==> src/podc_pkg.sv <==
/*
 * Package for the port A and open-drain pad control block.
 * Holds register offsets, field positions, reset values and packed carriers.
 * Assumes nothing of its surroundings.
 */
package podc_pkg;

   // ****************************************************************
   // Register map
   // ****************************************************************
   localparam logic [3:0] OFS_OD_SERIAL_CAPTURE = 4'h0;
   localparam logic [3:0] OFS_OD_CAPTURE_UNITS  = 4'h1;
   localparam logic [3:0] OFS_OD_UART_PULSE     = 4'h2;
   localparam logic [3:0] OFS_PORT_A_PINS       = 4'h3;
   localparam logic [3:0] OFS_PORT_A_LATCH      = 4'h4;
   localparam logic [3:0] OFS_PORT_A_DIR        = 4'h5;
   localparam logic [3:0] OFS_ANALOG_SEL1       = 4'h6;
   localparam logic [3:0] OFS_CLOCK_CFG         = 4'h7;

   // ****************************************************************
   // Field positions and masks
   // ****************************************************************
   localparam int SER1_BIT  = 7;
   localparam int CAP2_BIT  = 6;
   localparam int CAP1_BIT  = 5;
   localparam int SER2_BIT  = 0;
   localparam int UART2_BIT = 7;
   localparam int UART1_BIT = 6;
   localparam int PDLY_BIT  = 0;
   localparam int CLK_TIMER1_BIT = 0;
   localparam int CLK_TIMER3_BIT = 1;

   localparam logic [7:0] OD1_MASK       = 8'he1;
   localparam logic [7:0] OD2_MASK_FULL  = 8'hff;
   localparam logic [7:0] OD2_MASK_SMALL = 8'h3f;
   localparam logic [7:0] OD3_MASK       = 8'hc1;
   localparam logic [7:0] ANALOG_A_MASK  = 8'h2f;
   localparam logic [7:0] OSC_PINS_MASK  = 8'hc0;
   localparam logic [7:0] CLK_CFG_MASK   = 8'h03;

   // ****************************************************************
   // Reset values
   // ****************************************************************
   localparam logic [7:0] OD_RESET      = 8'h00;
   localparam logic [7:0] DIR_RESET     = 8'hff;
   localparam logic [7:0] LATCH_RESET   = 8'h00;
   localparam logic [7:0] ANALOG_RESET  = 8'h2f;
   localparam logic [7:0] CLK_CFG_RESET = 8'h00;

   // ****************************************************************
   // Carriers
   // ****************************************************************
   typedef struct packed {
      logic       read;
      logic       write;
      logic [3:0] address;
      logic [7:0] writedata;
   } podc_req_t;

   typedef struct packed {
      logic       sync_serial1;
      logic       sync_serial2;
      logic       capture1;
      logic       capture2;
      logic [7:0] capture10_3;
      logic       uart1;
      logic       uart2;
   } podc_periph_t;

endpackage : podc_pkg

==> src/podc_od_pad.sv <==
/*
 * One peripheral output pad with a selectable open-drain mode.
 * Assumes the board supplies a pull-up wherever open-drain mode is used.
 */
`timescale 1ns/1ps
module podc_od_pad
   import podc_pkg::*;
(
   input  wire logic od_en,
   input  wire logic data,
   input  wire logic drive_en,
   output logic      pad_out,
   output logic      pad_oe
);

   // ****************************************************************
   // Drive selection
   // ****************************************************************
   // A high in open-drain mode is left to the external pull-up.
   always_comb
   begin
      pad_out = od_en ? 1'b0 : data;
      pad_oe  = drive_en & (od_en ? ~data : 1'b1);
   end

endmodule : podc_od_pad

==> src/podc_port_pin.sv <==
/*
 * One port A pin: direction, latch drive, analog gating and read-back.
 * Assumes pin inputs are synchronous to the clock.
 */
`timescale 1ns/1ps
module podc_port_pin
   import podc_pkg::*;
(
   input  wire logic dir_in,
   input  wire logic latch,
   input  wire logic analog,
   input  wire logic osc_owned,
   input  wire logic pin_in,
   output logic      pin_out,
   output logic      pin_oe,
   output logic      read_level
);

   // ****************************************************************
   // Pin logic
   // ****************************************************************
   // Direction stays in force even for analog pins; software keeps it set.
   always_comb
   begin
      pin_out    = latch;
      pin_oe     = ~dir_in & ~osc_owned;
      read_level = pin_in & ~analog & ~osc_owned;
   end

endmodule : podc_port_pin

==> src/podc_top.sv <==
/*
 * Port A and peripheral open-drain pad control, with an Avalon-MM slave.
 * Assumes synchronous pin inputs, one clock and an active-low async reset.
 */
// Our own choices: the address map and the Avalon-MM slave port.
// Notes on behaviour
// - Open-drain enable 1 gives open-drain output, 0 gives push-pull drive.
// - Register one: serial1 bit 7, capture2 bit 6, capture1 bit 5, serial2 bit 0.
// - Register two holds capture units 10 down to 3 in bits 7 to 0.
// - Small-memory variants lack capture 10 and 9 enable bits.
// - Register three: uart2 bit 7, uart1 bit 6, bits 5 to 1 zero.
// - Register three bit 0 connects the pulse-delay input from port F pin 1.
// - Analog-select set makes the pin analog, clear makes it digital.
// - Port A has eight pins, eight direction bits and eight latch bits.
// - Pins 5 and 3 to 0 follow the analog-select register.
// - Direction bits control analog pins too; software keeps them set.
// - Reset makes pins 5 and 3 to 0 analog, reading zero; pin 4 input.
// - External oscillator modes take pins 6 and 7; their bits read zero.
// - Internal oscillator mode frees pins 6 and 7 as digital I/O.
// - Pin 5 can feed timer 1 clock or timer 3 gate.
// - Direction 1 makes the pin input; 0 drives the latch bit.
// - Port reads return pin levels; port writes update the latch.
`timescale 1ns/1ps
module podc_top
   import podc_pkg::*;
#(
   parameter bit SMALL_MEMORY = 1'b0
)
(
   input  wire logic         ref_clk,
   input  wire logic         resetn,
   input  wire logic [3:0]   avs_address,
   input  wire logic         avs_read,
   input  wire logic         avs_write,
   input  wire logic [31:0]  avs_writedata,
   output logic [31:0]       avs_readdata,
   output logic              avs_waitrequest,
   input  wire logic         osc_internal,
   input  wire podc_periph_t periph_data,
   input  wire podc_periph_t periph_drive,
   output podc_periph_t      periph_pad_out,
   output podc_periph_t      periph_pad_oe,
   input  wire logic         port_f_pin1_in,
   output logic              charge_time_pulse_delay,
   input  wire logic [7:0]   port_a_in,
   output logic [7:0]        port_a_out,
   output logic [7:0]        port_a_oe,
   output logic [7:0]        port_a_analog,
   output logic              timer1_clock_in,
   output logic              timer3_gate_in
);

   // ****************************************************************
   // Register state
   // ****************************************************************
   localparam logic [7:0] OD2_MASK = SMALL_MEMORY ? OD2_MASK_SMALL : OD2_MASK_FULL;

   logic [7:0]  od1_q, od1_d, od2_q, od2_d, od3_q, od3_d;
   logic [7:0]  port_a_direction_q, port_a_direction_d;
   logic [7:0]  port_a_output_latch_q, port_a_output_latch_d;
   logic [7:0]  analog_select_reg1_q, analog_select_reg1_d;
   logic [7:0]  clk_cfg_q, clk_cfg_d;
   logic [31:0] rdata_q, rdata_d;
   logic        ack_q, ack_d;
   logic [7:0]  port_a_pin_levels;
   logic [7:0]  osc_owned;
   logic [7:0]  wdata;
   logic        wr_go;
   podc_req_t   req;

   always_comb
   begin
      req.read      = avs_read;
      req.write     = avs_write;
      req.address   = avs_address;
      req.writedata = avs_writedata[7:0];
   end

   // Pins 6 and 7 belong to the oscillator unless an internal one is chosen.
   assign osc_owned = osc_internal ? 8'h00 : OSC_PINS_MASK;
   assign wdata     = req.writedata;
   // A write lands only at the edge where waitrequest is seen low by the master.
   assign wr_go     = req.write & ack_q;

   // ****************************************************************
   // Bus slave: one wait state, then the answer
   // ****************************************************************
   // A single wait state keeps read data registered at the cost of one cycle.
   always_comb
   begin
      ack_d  = (req.read | req.write) & ~ack_q;
      rdata_d = 32'h0000_0000;
      case (req.address)
         OFS_OD_SERIAL_CAPTURE: rdata_d[7:0] = od1_q;
         OFS_OD_CAPTURE_UNITS:  rdata_d[7:0] = od2_q;
         OFS_OD_UART_PULSE:     rdata_d[7:0] = od3_q;
         OFS_PORT_A_PINS:       rdata_d[7:0] = port_a_pin_levels;
         OFS_PORT_A_LATCH:      rdata_d[7:0] = port_a_output_latch_q & ~osc_owned;
         OFS_PORT_A_DIR:        rdata_d[7:0] = port_a_direction_q & ~osc_owned;
         OFS_ANALOG_SEL1:       rdata_d[7:0] = analog_select_reg1_q;
         OFS_CLOCK_CFG:         rdata_d[7:0] = clk_cfg_q;
         default:               rdata_d = 32'h0000_0000;
      endcase
   end

   assign avs_waitrequest = (avs_read | avs_write) & ~ack_q;
   assign avs_readdata    = rdata_q;

   always_ff @(posedge ref_clk or negedge resetn)
   begin
      if (!resetn)
      begin
         ack_q   <= 1'b0;
         rdata_q <= 32'h0000_0000;
      end
      else
      begin
         ack_q   <= ack_d;
         rdata_q <= rdata_d;
      end
   end

   // ****************************************************************
   // Writable registers
   // ****************************************************************
   always_comb
   begin
      od1_d = od1_q;
      od2_d = od2_q;
      od3_d = od3_q;
      port_a_direction_d    = port_a_direction_q;
      port_a_output_latch_d = port_a_output_latch_q;
      analog_select_reg1_d  = analog_select_reg1_q;
      clk_cfg_d = clk_cfg_q;
      if (wr_go)
      begin
         case (req.address)
            OFS_OD_SERIAL_CAPTURE: od1_d = wdata & OD1_MASK;
            OFS_OD_CAPTURE_UNITS:  od2_d = wdata & OD2_MASK;
            OFS_OD_UART_PULSE:     od3_d = wdata & OD3_MASK;
            OFS_PORT_A_PINS:       port_a_output_latch_d = wdata;
            OFS_PORT_A_LATCH:      port_a_output_latch_d = wdata;
            OFS_PORT_A_DIR:        port_a_direction_d = wdata;
            OFS_ANALOG_SEL1:       analog_select_reg1_d = wdata & ANALOG_A_MASK;
            OFS_CLOCK_CFG:         clk_cfg_d = wdata & CLK_CFG_MASK;
            default:               od1_d = od1_q;
         endcase
      end
   end

   always_ff @(posedge ref_clk or negedge resetn)
   begin
      if (!resetn)
      begin
         od1_q <= OD_RESET;
         od2_q <= OD_RESET;
         od3_q <= OD_RESET;
         port_a_direction_q    <= DIR_RESET;
         port_a_output_latch_q <= LATCH_RESET;
         analog_select_reg1_q  <= ANALOG_RESET;
         clk_cfg_q <= CLK_CFG_RESET;
      end
      else
      begin
         od1_q <= od1_d;
         od2_q <= od2_d;
         od3_q <= od3_d;
         port_a_direction_q    <= port_a_direction_d;
         port_a_output_latch_q <= port_a_output_latch_d;
         analog_select_reg1_q  <= analog_select_reg1_d;
         clk_cfg_q <= clk_cfg_d;
      end
   end

   // ****************************************************************
   // Port A pins
   // ****************************************************************
   assign port_a_analog = analog_select_reg1_q & ANALOG_A_MASK;

   genvar gi;
   generate
      for (gi = 0; gi < 8; gi++)
      begin : g_pin
         podc_port_pin u_pin (
            .dir_in     (port_a_direction_q[gi]),
            .latch      (port_a_output_latch_q[gi]),
            .analog     (port_a_analog[gi]),
            .osc_owned  (osc_owned[gi]),
            .pin_in     (port_a_in[gi]),
            .pin_out    (port_a_out[gi]),
            .pin_oe     (port_a_oe[gi]),
            .read_level (port_a_pin_levels[gi])
         );
      end
   endgenerate

   // Timer inputs on pin 5 are taken only while software selects them.
   assign timer1_clock_in = clk_cfg_q[CLK_TIMER1_BIT] & port_a_in[5];
   assign timer3_gate_in  = clk_cfg_q[CLK_TIMER3_BIT] & port_a_in[5];
   assign charge_time_pulse_delay = od3_q[PDLY_BIT] & port_f_pin1_in;

   // ****************************************************************
   // Peripheral open-drain pads
   // ****************************************************************
   podc_periph_t od_en;
   always_comb
   begin
      od_en.sync_serial1 = od1_q[SER1_BIT];
      od_en.capture2     = od1_q[CAP2_BIT];
      od_en.capture1     = od1_q[CAP1_BIT];
      od_en.sync_serial2 = od1_q[SER2_BIT];
      od_en.capture10_3  = od2_q;
      od_en.uart2        = od3_q[UART2_BIT];
      od_en.uart1        = od3_q[UART1_BIT];
   end

   generate
      for (gi = 0; gi < $bits(podc_periph_t); gi++)
      begin : g_od
         podc_od_pad u_pad (
            .od_en    (od_en[gi]),
            .data     (periph_data[gi]),
            .drive_en (periph_drive[gi]),
            .pad_out  (periph_pad_out[gi]),
            .pad_oe   (periph_pad_oe[gi])
         );
      end
   endgenerate

   // ****************************************************************
   // Checks
   // ****************************************************************
   od_reserved_zero_a: assert property (@(posedge ref_clk) disable iff (!resetn)
      (od1_q[4:1] == 4'h0) && (od3_q[5:1] == 5'h00))
      else $error("reserved open-drain bits set");
   od_write_lands_a: assert property (@(posedge ref_clk) disable iff (!resetn)
      (wr_go && req.address == OFS_OD_UART_PULSE)
      |=> (od3_q == ($past(wdata) & OD3_MASK)))
      else $error("register three write lost");
   small_mem_bits_a: assert property (@(posedge ref_clk) disable iff (!resetn)
      SMALL_MEMORY |-> (od2_q[7:6] == 2'b00))
      else $error("capture 10 or 9 enable present");
   od_high_float_a: assert property (@(posedge ref_clk) disable iff (!resetn)
      (od_en.uart1 && periph_data.uart1) |-> !periph_pad_oe.uart1)
      else $error("open-drain pad drove high");
   push_pull_a: assert property (@(posedge ref_clk) disable iff (!resetn)
      (!od_en.uart2 && periph_drive.uart2)
      |-> (periph_pad_oe.uart2 && periph_pad_out.uart2 == periph_data.uart2))
      else $error("push-pull drive wrong");
   analog_reads_zero_a: assert property (@(posedge ref_clk) disable iff (!resetn)
      port_a_analog[0] |-> !port_a_pin_levels[0])
      else $error("analog pin read non-zero");
   osc_pins_zero_a: assert property (@(posedge ref_clk) disable iff (!resetn)
      (!osc_internal && ack_q && req.read && req.address == OFS_PORT_A_DIR)
      |-> (avs_readdata[7:6] == 2'b00))
      else $error("oscillator pin bits not zero");
   dir_drive_a: assert property (@(posedge ref_clk) disable iff (!resetn)
      (!port_a_direction_q[4])
      |-> (port_a_oe[4] && port_a_out[4] == port_a_output_latch_q[4]))
      else $error("output pin not driving latch");
   pulse_gate_a: assert property (@(posedge ref_clk) disable iff (!resetn)
      !od3_q[PDLY_BIT] |-> !charge_time_pulse_delay)
      else $error("pulse delay not disconnected");
   od_low_only_a: assert property (@(posedge ref_clk) disable iff (!resetn)
      od_en.capture1 |-> !periph_pad_out.capture1)
      else $error("open-drain pad drove a level");

   // ****************************************************************
   // Bus and register checks
   // ****************************************************************
   // Each write is tied to the edge at which waitrequest is seen low.
   bus_one_wait_a: assert property (@(posedge ref_clk) disable iff (!resetn)
      avs_waitrequest |=> !avs_waitrequest)
      else $error("second wait state inserted");

   latch_write_lands_a: assert property (@(posedge ref_clk) disable iff (!resetn)
      (wr_go && (req.address == OFS_PORT_A_PINS))
      |=> (port_a_output_latch_q == $past(wdata)))
      else $error("port write missed the latch");

   dir_write_lands_a: assert property (@(posedge ref_clk) disable iff (!resetn)
      (wr_go && (req.address == OFS_PORT_A_DIR))
      |=> (port_a_direction_q == $past(wdata)))
      else $error("direction write lost");

   analog_write_lands_a: assert property (@(posedge ref_clk) disable iff (!resetn)
      (wr_go && (req.address == OFS_ANALOG_SEL1))
      |=> (analog_select_reg1_q == ($past(wdata) & ANALOG_A_MASK)))
      else $error("analog select write lost");

   osc_pins_float_a: assert property (@(posedge ref_clk) disable iff (!resetn)
      !osc_internal |-> (port_a_oe[7:6] == 2'b00))
      else $error("oscillator pin driven");

   osc_latch_zero_a: assert property (@(posedge ref_clk) disable iff (!resetn)
      (!osc_internal && ack_q && req.read && (req.address == OFS_PORT_A_LATCH))
      |-> (avs_readdata[7:6] == 2'b00))
      else $error("oscillator latch bits not zero");

   timer_gate_a: assert property (@(posedge ref_clk) disable iff (!resetn)
      !clk_cfg_q[CLK_TIMER1_BIT] |-> !timer1_clock_in)
      else $error("timer clock passed while off");

   od_reset_zero_a: assert property (@(posedge ref_clk) disable iff (!resetn)
      $rose(resetn) |-> ((od1_q == OD_RESET) && (od2_q == OD_RESET) && (od3_q == OD_RESET)))
      else $error("open-drain reset not zero");

   port_reset_a: assert property (@(posedge ref_clk) disable iff (!resetn)
      $rose(resetn) |-> ((port_a_analog == ANALOG_RESET) && (port_a_oe == 8'h00)))
      else $error("port reset state wrong");

   port_out_latch_a: assert property (@(posedge ref_clk) disable iff (!resetn)
      port_a_out == port_a_output_latch_q)
      else $error("port drive differs from latch");

endmodule : podc_top

==> config.mk <==
export PLATFORM = sky130hd
export DESIGN_NAME = podc_top
export DESIGN_NICKNAME = d
export VERILOG_FILES = /design/src/podc_pkg.sv /design/src/podc_od_pad.sv /design/src/podc_port_pin.sv /design/src/podc_top.sv
export SDC_FILE = /design/constraint.sdc
export NUM_CORES = 1
export LEC_CHECK = 0
export BUFFER_PORTS_ARGS = -buffer_cell sky130_fd_sc_hd__buf_2
export CAP_MARGIN = 20
export CORE_ASPECT_RATIO = 0.7
export CORE_MARGIN = 2
export CORE_UTILIZATION = 45
export CTS_CLUSTER_DIAMETER = 80
export CTS_CLUSTER_SIZE = 16
export DETAILED_ROUTE_END_ITERATION = 8
export HOLD_SLACK_MARGIN = 0.03
export PLACE_DENSITY = 0.92
export SETUP_SLACK_MARGIN = 0.15
export SYNTH_ARGS = -nofsm -noshare
export SYNTH_HDL_FRONTEND = slang
export SYNTH_SLANG_ARGS = --single-unit
==> constraint.sdc <==
create_clock -name ref_clk -period 1.75 [get_ports ref_clk]
set_input_delay 0.2625 -clock ref_clk [delete_from_list [all_inputs] [get_ports ref_clk]]
set_output_delay 0.2625 -clock ref_clk [all_outputs]
set_load 0.005 [all_outputs]
== Word level (Yosys, flattened, before mapping) ==
Index checks and enable logic that the tools add are counted.

* Equal/unequal tests: 7
* Multiplexer cells: 30
* Bitwise gates (word level): 80
* Reduce and logical (&&, ||, !) cells: 9

{| class="wikitable"
|+ Operators with widths
! cell !! number
|-
| $pmux 8 s8 || 1
|-
| $and 1x1->1 || 40
|-
| $not 1->1 || 36
|-
| $mux 1 || 28
|-
| $and 8x8->8 || 2
|-
| $eq 4x3->1 const B || 4
|-
| $reduce_and 2->1 || 7
|-
| $eq 4x2->1 const B || 2
|-
| $mux 8 || 1
|-
| $not 8->8 || 1
|-
| $eq 4x1->1 const B || 1
|-
| $logic_not 4->1 || 1
|-
| $reduce_or 2->1 || 1
|-
| $or 1x1->1 || 1
|}

* Register bits: 47
* Input bits: 78
* Output and inout bits: 88
* Word-level logic and storage cells: 135

== Logic depth before layout (Yosys ltp) ==
* Depth after elaboration: 4
* Gate-level depth with buffers: 5
* Depth with buffers taken out: 3

== Hierarchy ==
A second synthesis with hierarchy kept.

* Cell total of the unflattened synthesis: 236
* Area, all modules: 2768.9 sq um

{| class="wikitable"
|+ By module, submodules not included
! module !! times used !! cells an instance !! area each (sq um) !! sequential area each (sq um)
|-
| podc_top || 1 || 184 || 2386.0 || 1192.4
|-
| podc_od_pad || 14 || 2 || 13.8 || 0.0
|-
| podc_port_pin || 8 || 3 || 23.8 || 0.0
|}

== Worst setup path before layout ==
No wires, ideal clock.

* Kind: input to register
* Start point: input port avs_address[3]
* End point: register od2_q[0]
* Setup time: 0.125 ns
* Data arrival time: 1.573 ns
* Data required time: 1.625 ns
* Setup slack: 0.052 ns
* Stages on the path: 4
* Buffers on the path: 1
* Cells stage by stage: nor4b_1 -> and3_1 -> buf_4 -> mux2_2

* Word-level cells in the longest chain between the ends: 2

{| class="wikitable"
|+ RTL lines
! what !! RTL line !! RTL
|-
| from (decl) || podc_top.sv:32 || <nowiki>input wire logic [3:0] avs_address,</nowiki>
|-
| $eq 4x1->1 || podc_top.sv:137 || <nowiki>case (req.address)</nowiki>
|-
| $reduce_and 2->1 (no line) || - ||
|-
| to (signal assigned) || podc_top.sv:156 || <nowiki>od2_q <= OD_RESET;</nowiki>
|-
| to (signal assigned) || podc_top.sv:166 || <nowiki>od2_q <= od2_d;</nowiki>
|-
| to (decl) || podc_top.sv:58 || <nowiki>logic [7:0] od1_q, od1_d, od2_q, od2_d, od3_q, od3_d;</nowiki>
|}

No other way between the ends.
A chain may end at the register's enable or synchronous reset.

== Final worst setup path ==
* Start point: register ack_q
* End point: register port_a_direction_q[0]

* Word-level cells in the longest chain between the ends: 2

{| class="wikitable"
|+ RTL lines
! what !! RTL line !! RTL
|-
| from (decl) || podc_top.sv:64 || <nowiki>logic ack_q, ack_d;</nowiki>
|-
| from (signal assigned) || podc_top.sv:118 || <nowiki>ack_q <= ack_d;</nowiki>
|-
| $and 1x1->1 || podc_top.sv:83 || <nowiki>assign wr_go = req.write & ack_q;</nowiki>
|-
| $reduce_and 2->1 (no line) || - ||
|-
| to (signal assigned) || podc_top.sv:168 || <nowiki>port_a_direction_q <= port_a_direction_d;</nowiki>
|-
| to (decl) || podc_top.sv:59 || <nowiki>logic [7:0] port_a_direction_q, port_a_direction_d;</nowiki>
|}

No other way between the ends.

==> impl_metrics.ini <==
[yosys]
synth.largest_area_cell = dfrtp_1
ys_top_cells_by_area = dfrtp_1 (28%), buf_4 (19%), mux2_2 (14%)
ys_types = 41
yosys_warnings = 0
synth_top_area_share_pct = 27.8
syn_inst = 289
synth_area_per_cell_um2 = 10.6
synthesis.area_um2 = 3060
ys_seq_elements = 47
seq_area_frac_synth_pct = 38.9

[cells_and_area]
area_delta_synth_final_pct = 13.7
final_cells = 460
n_antenna_cell = 0
final_nets = 443
drive_above_1_share_pct = 52.7

[worst_setup_path]
critical_path_class = flop to flop
worstPathRequired_ns = 1.98
ff2ff_setup_slack_ns = 0.28
reg2reg_depth = 4
crit_arrival_ns = 1.70
reg2reg_to = port_a_direction_q[0]
cp_cell_sequence = nand4b_1, nor3b_2, buf_4, mux2_2
end_kind = flop
start_kind = flop
max_stage_delay_ns = 0.43
cp_max_fo = 8
worstReg2RegStart = ack_q
slowest_stage = dfrtp_1

[global_routing]
grt_pass1_wl_um = 10500
grtUsageTotal_pct = 18.4
antenna_found_initial = 0
grt-ovfl-total = 0
grt_max_degree = 31
grt_pass1_vias = 2152

[sta]
period_needed_ns = 1.47
finalCritPeriodShare_pct = 83.9
setup_viol_count_final = 0
final_max_slew_viol_count = 0
finClkSkew_ns = 0.00459
hold_violations = 0
fmax_mhz = 681
tns_ns = 0
relSlewSlack_pct = 61.2
tightestPinTransition_ns = 0.581
whs_ns = 0.227
rsz0062_at_grt = no
layout_setup_ws_ns = 0.282

[floorplan]
die_y_um = 73.0
start_util_pct = 46.0
die_area_um2 = 7490
rows = 25
placeableCoreArea_um2 = 6660
die_w_um = 103
io_pins = 166

[route]
ant_nets = 0
wl_per_cell_um = 14.8
routed_wl_um = 6810
drt_iter0_drc = 135
post_drt_via_cell_ratio = 4.87
drc = 0
vias = 2240
drt_pass1_iterations = 5

[placement]
dp.cells = 451
portBuffers = 114
gp_congestion = 0.833
dpl.hpwl_um = 5340
dp_slack_ns = 0.0225

[status]
status = finished, final reports clean

[clock_network]
cts_resized = 0
cts-root-buf = clkbuf_8
postCtsSetupRepairBufs = 0
clk_latency_ns = 0.30
cts_hold_buf = 1
cts-buffers-inserted = 5
cts.sinks = 47
cts_tree = yes
clk_pin_slew_worst_paths_ns = 0.08
htreeDepth = 2
clockBufferDepth = 2

[worst_hold_path]
min_from = avs_read
hp-class = input port to flop
holdPathEnd = ack_q
min_path_cells = 3

[power]
power_density_nw_per_um2 = 864
ir_drop_mv = 0.487
total_power_mw = 3.01
leakagePower_nw = 1.74

[run]
cap_violations = 0
## registers in the layout, indices dropped and copies added (netlist names)
register and flops:
ack_q 1, od2_q 8, port_a_direction_q 8, od3_q 3, avs_readdata 8, od1_q 4, port_a_output_latch_q 8, analog_select_reg1_q 5
clk_cfg_q 2
## power by group
part           total [mW]  internal, mW  switching [mW]  leakage [nW]
clock network       0.638         0.280           0.358        0.0412
logic               0.820         0.475           0.346          1.13
registers            1.55          1.36           0.193         0.575
## worst max-delay path, delay by kind of cell, from the launching register on
family / cells / cell delay (ns)
buffers and inverters: 1 / 0.23
flip-flops: 1 / 0.43
multiplexers: 1 / 0.36
AND/OR/NAND/NOR: 2 / 0.39
## cell usage after synthesis
master / instances
o21ai_0: 1
o221ai_1: 2
a22oi_1: 2
a221o_1: 2
nor3b_1: 2
nor3b_2: 1
or3b_1: 1
a211oi_4: 1
or4bb_1: 2
buf_1: 2
dfstp_2: 13
conb_1: 1
nand3b_1: 4
and3b_1: 1
clkbuf_1: 3
a21boi_0: 15
nand2_1: 5
mux2_2: 38
mux2i_1: 11
or3b_2: 2
nor4_1: 2
nand4b_1: 3
inv_1: 6
a2bb2oi_1: 1
or4b_2: 1
nor4b_1: 1
nand2b_1: 1
nor2_1: 9
and2_1: 3
buf_2: 4
or4_1: 2
o22ai_1: 2
nor2b_1: 22
and3_1: 2
a21oi_1: 3
nand3_1: 2
buf_4: 77
o2bb2ai_1: 1
dfrtp_1: 34
nand4_1: 3
and4b_1: 1
## worst max-delay path by stage
stage / start / to / slack [ns]
finish: ack_q / port_a_direction_q[0] / 0.28
global route: ack_q / analog_select_reg1_q[0] / 0.16
CTS: ack_q / port_a_direction_q[0] / 0.28
detailed placement: avs_address[0] / port_a_output_latch_q[3] / 0.02
global placement: avs_address[0] / port_a_output_latch_q[5] / 0.06
floorplan: avs_address[2] / port_a_output_latch_q[1] / 0.11
## through the flow
| step | utilization [%] | cell area [um2] |
|---|---|---|
| final | 52.3 | 3480 |
| after detailed placement | 50.8 | 3390 |
| after global placement | 50.8 | 3390 |
| after CTS | 52.3 | 3480 |
| after global routing | 52.3 | 3480 |
| after floorplan | - | 3180 |
## kinds of logic (layout without fill, tap and decap cells)
logic type             Yosys count  after routing  share of synthesized area, %
AO/OA/AOI/OAI                   30             30                          7.68
AND/OR/NAND/NOR                 70             70                          14.8
flip-flops                      47             47                          38.9
multiplexers                    49             49                          17.6
buffers and inverters           92            143                          20.9
other                            1             27                         0.122
## placed cells by master, fill, tap and decap left out, types with 2 or more instances in the layout
master	synthesis	final
a21boi_0	15	15
a21oi_1	3	3
a221o_1	2	2
a22oi_1	2	2
and2_1	3	3
and3_1	2	2
buf_12	0	3
buf_2	4	114
buf_4	77	11
clkbuf_8	0	5
conb_1	1	27
dfrtp_1	34	34
dfstp_2	13	13
inv_1	6	6
mux2_2	38	37
mux2i_1	11	11
nand2_1	5	5
nand3_1	2	2
nand3b_1	4	4
nand4_1	3	3
nand4b_1	3	3
nor2_1	9	9
nor2b_1	22	22
nor3b_1	2	2
nor4_1	2	2
o221ai_1	2	2
o22ai_1	2	2
or3b_2	2	2
or4_1	2	2
or4bb_1	2	2
## final cells by class
type | instances | area [um2]
Clock buffer | 6 | 72.6
Inverter | 6 | 22.5
Multi-Input combinational cell | 176 | 1340
Tap cell | 94 | 118
Sequential cell | 47 | 1190
Clock inverter | 2 | 12.5
Timing Repair Buffer | 129 | 723
Fill cell | 628 | 3180
## metal layers
layer / global-route usage [%] / part of all wire [%] / wire length, um / up-vias
met5: 0 / 0 / 0 / -
met4: 4.44 / 0.57 / 39 / 0
met3: 4.02 / 6.9 / 468 / 4
met2: 31.4 / 50 / 3410 / 84
met1: 24.1 / 43 / 2900 / 1106
li1: - / - / - / 1046
Power figures use the tool's default switching activity.
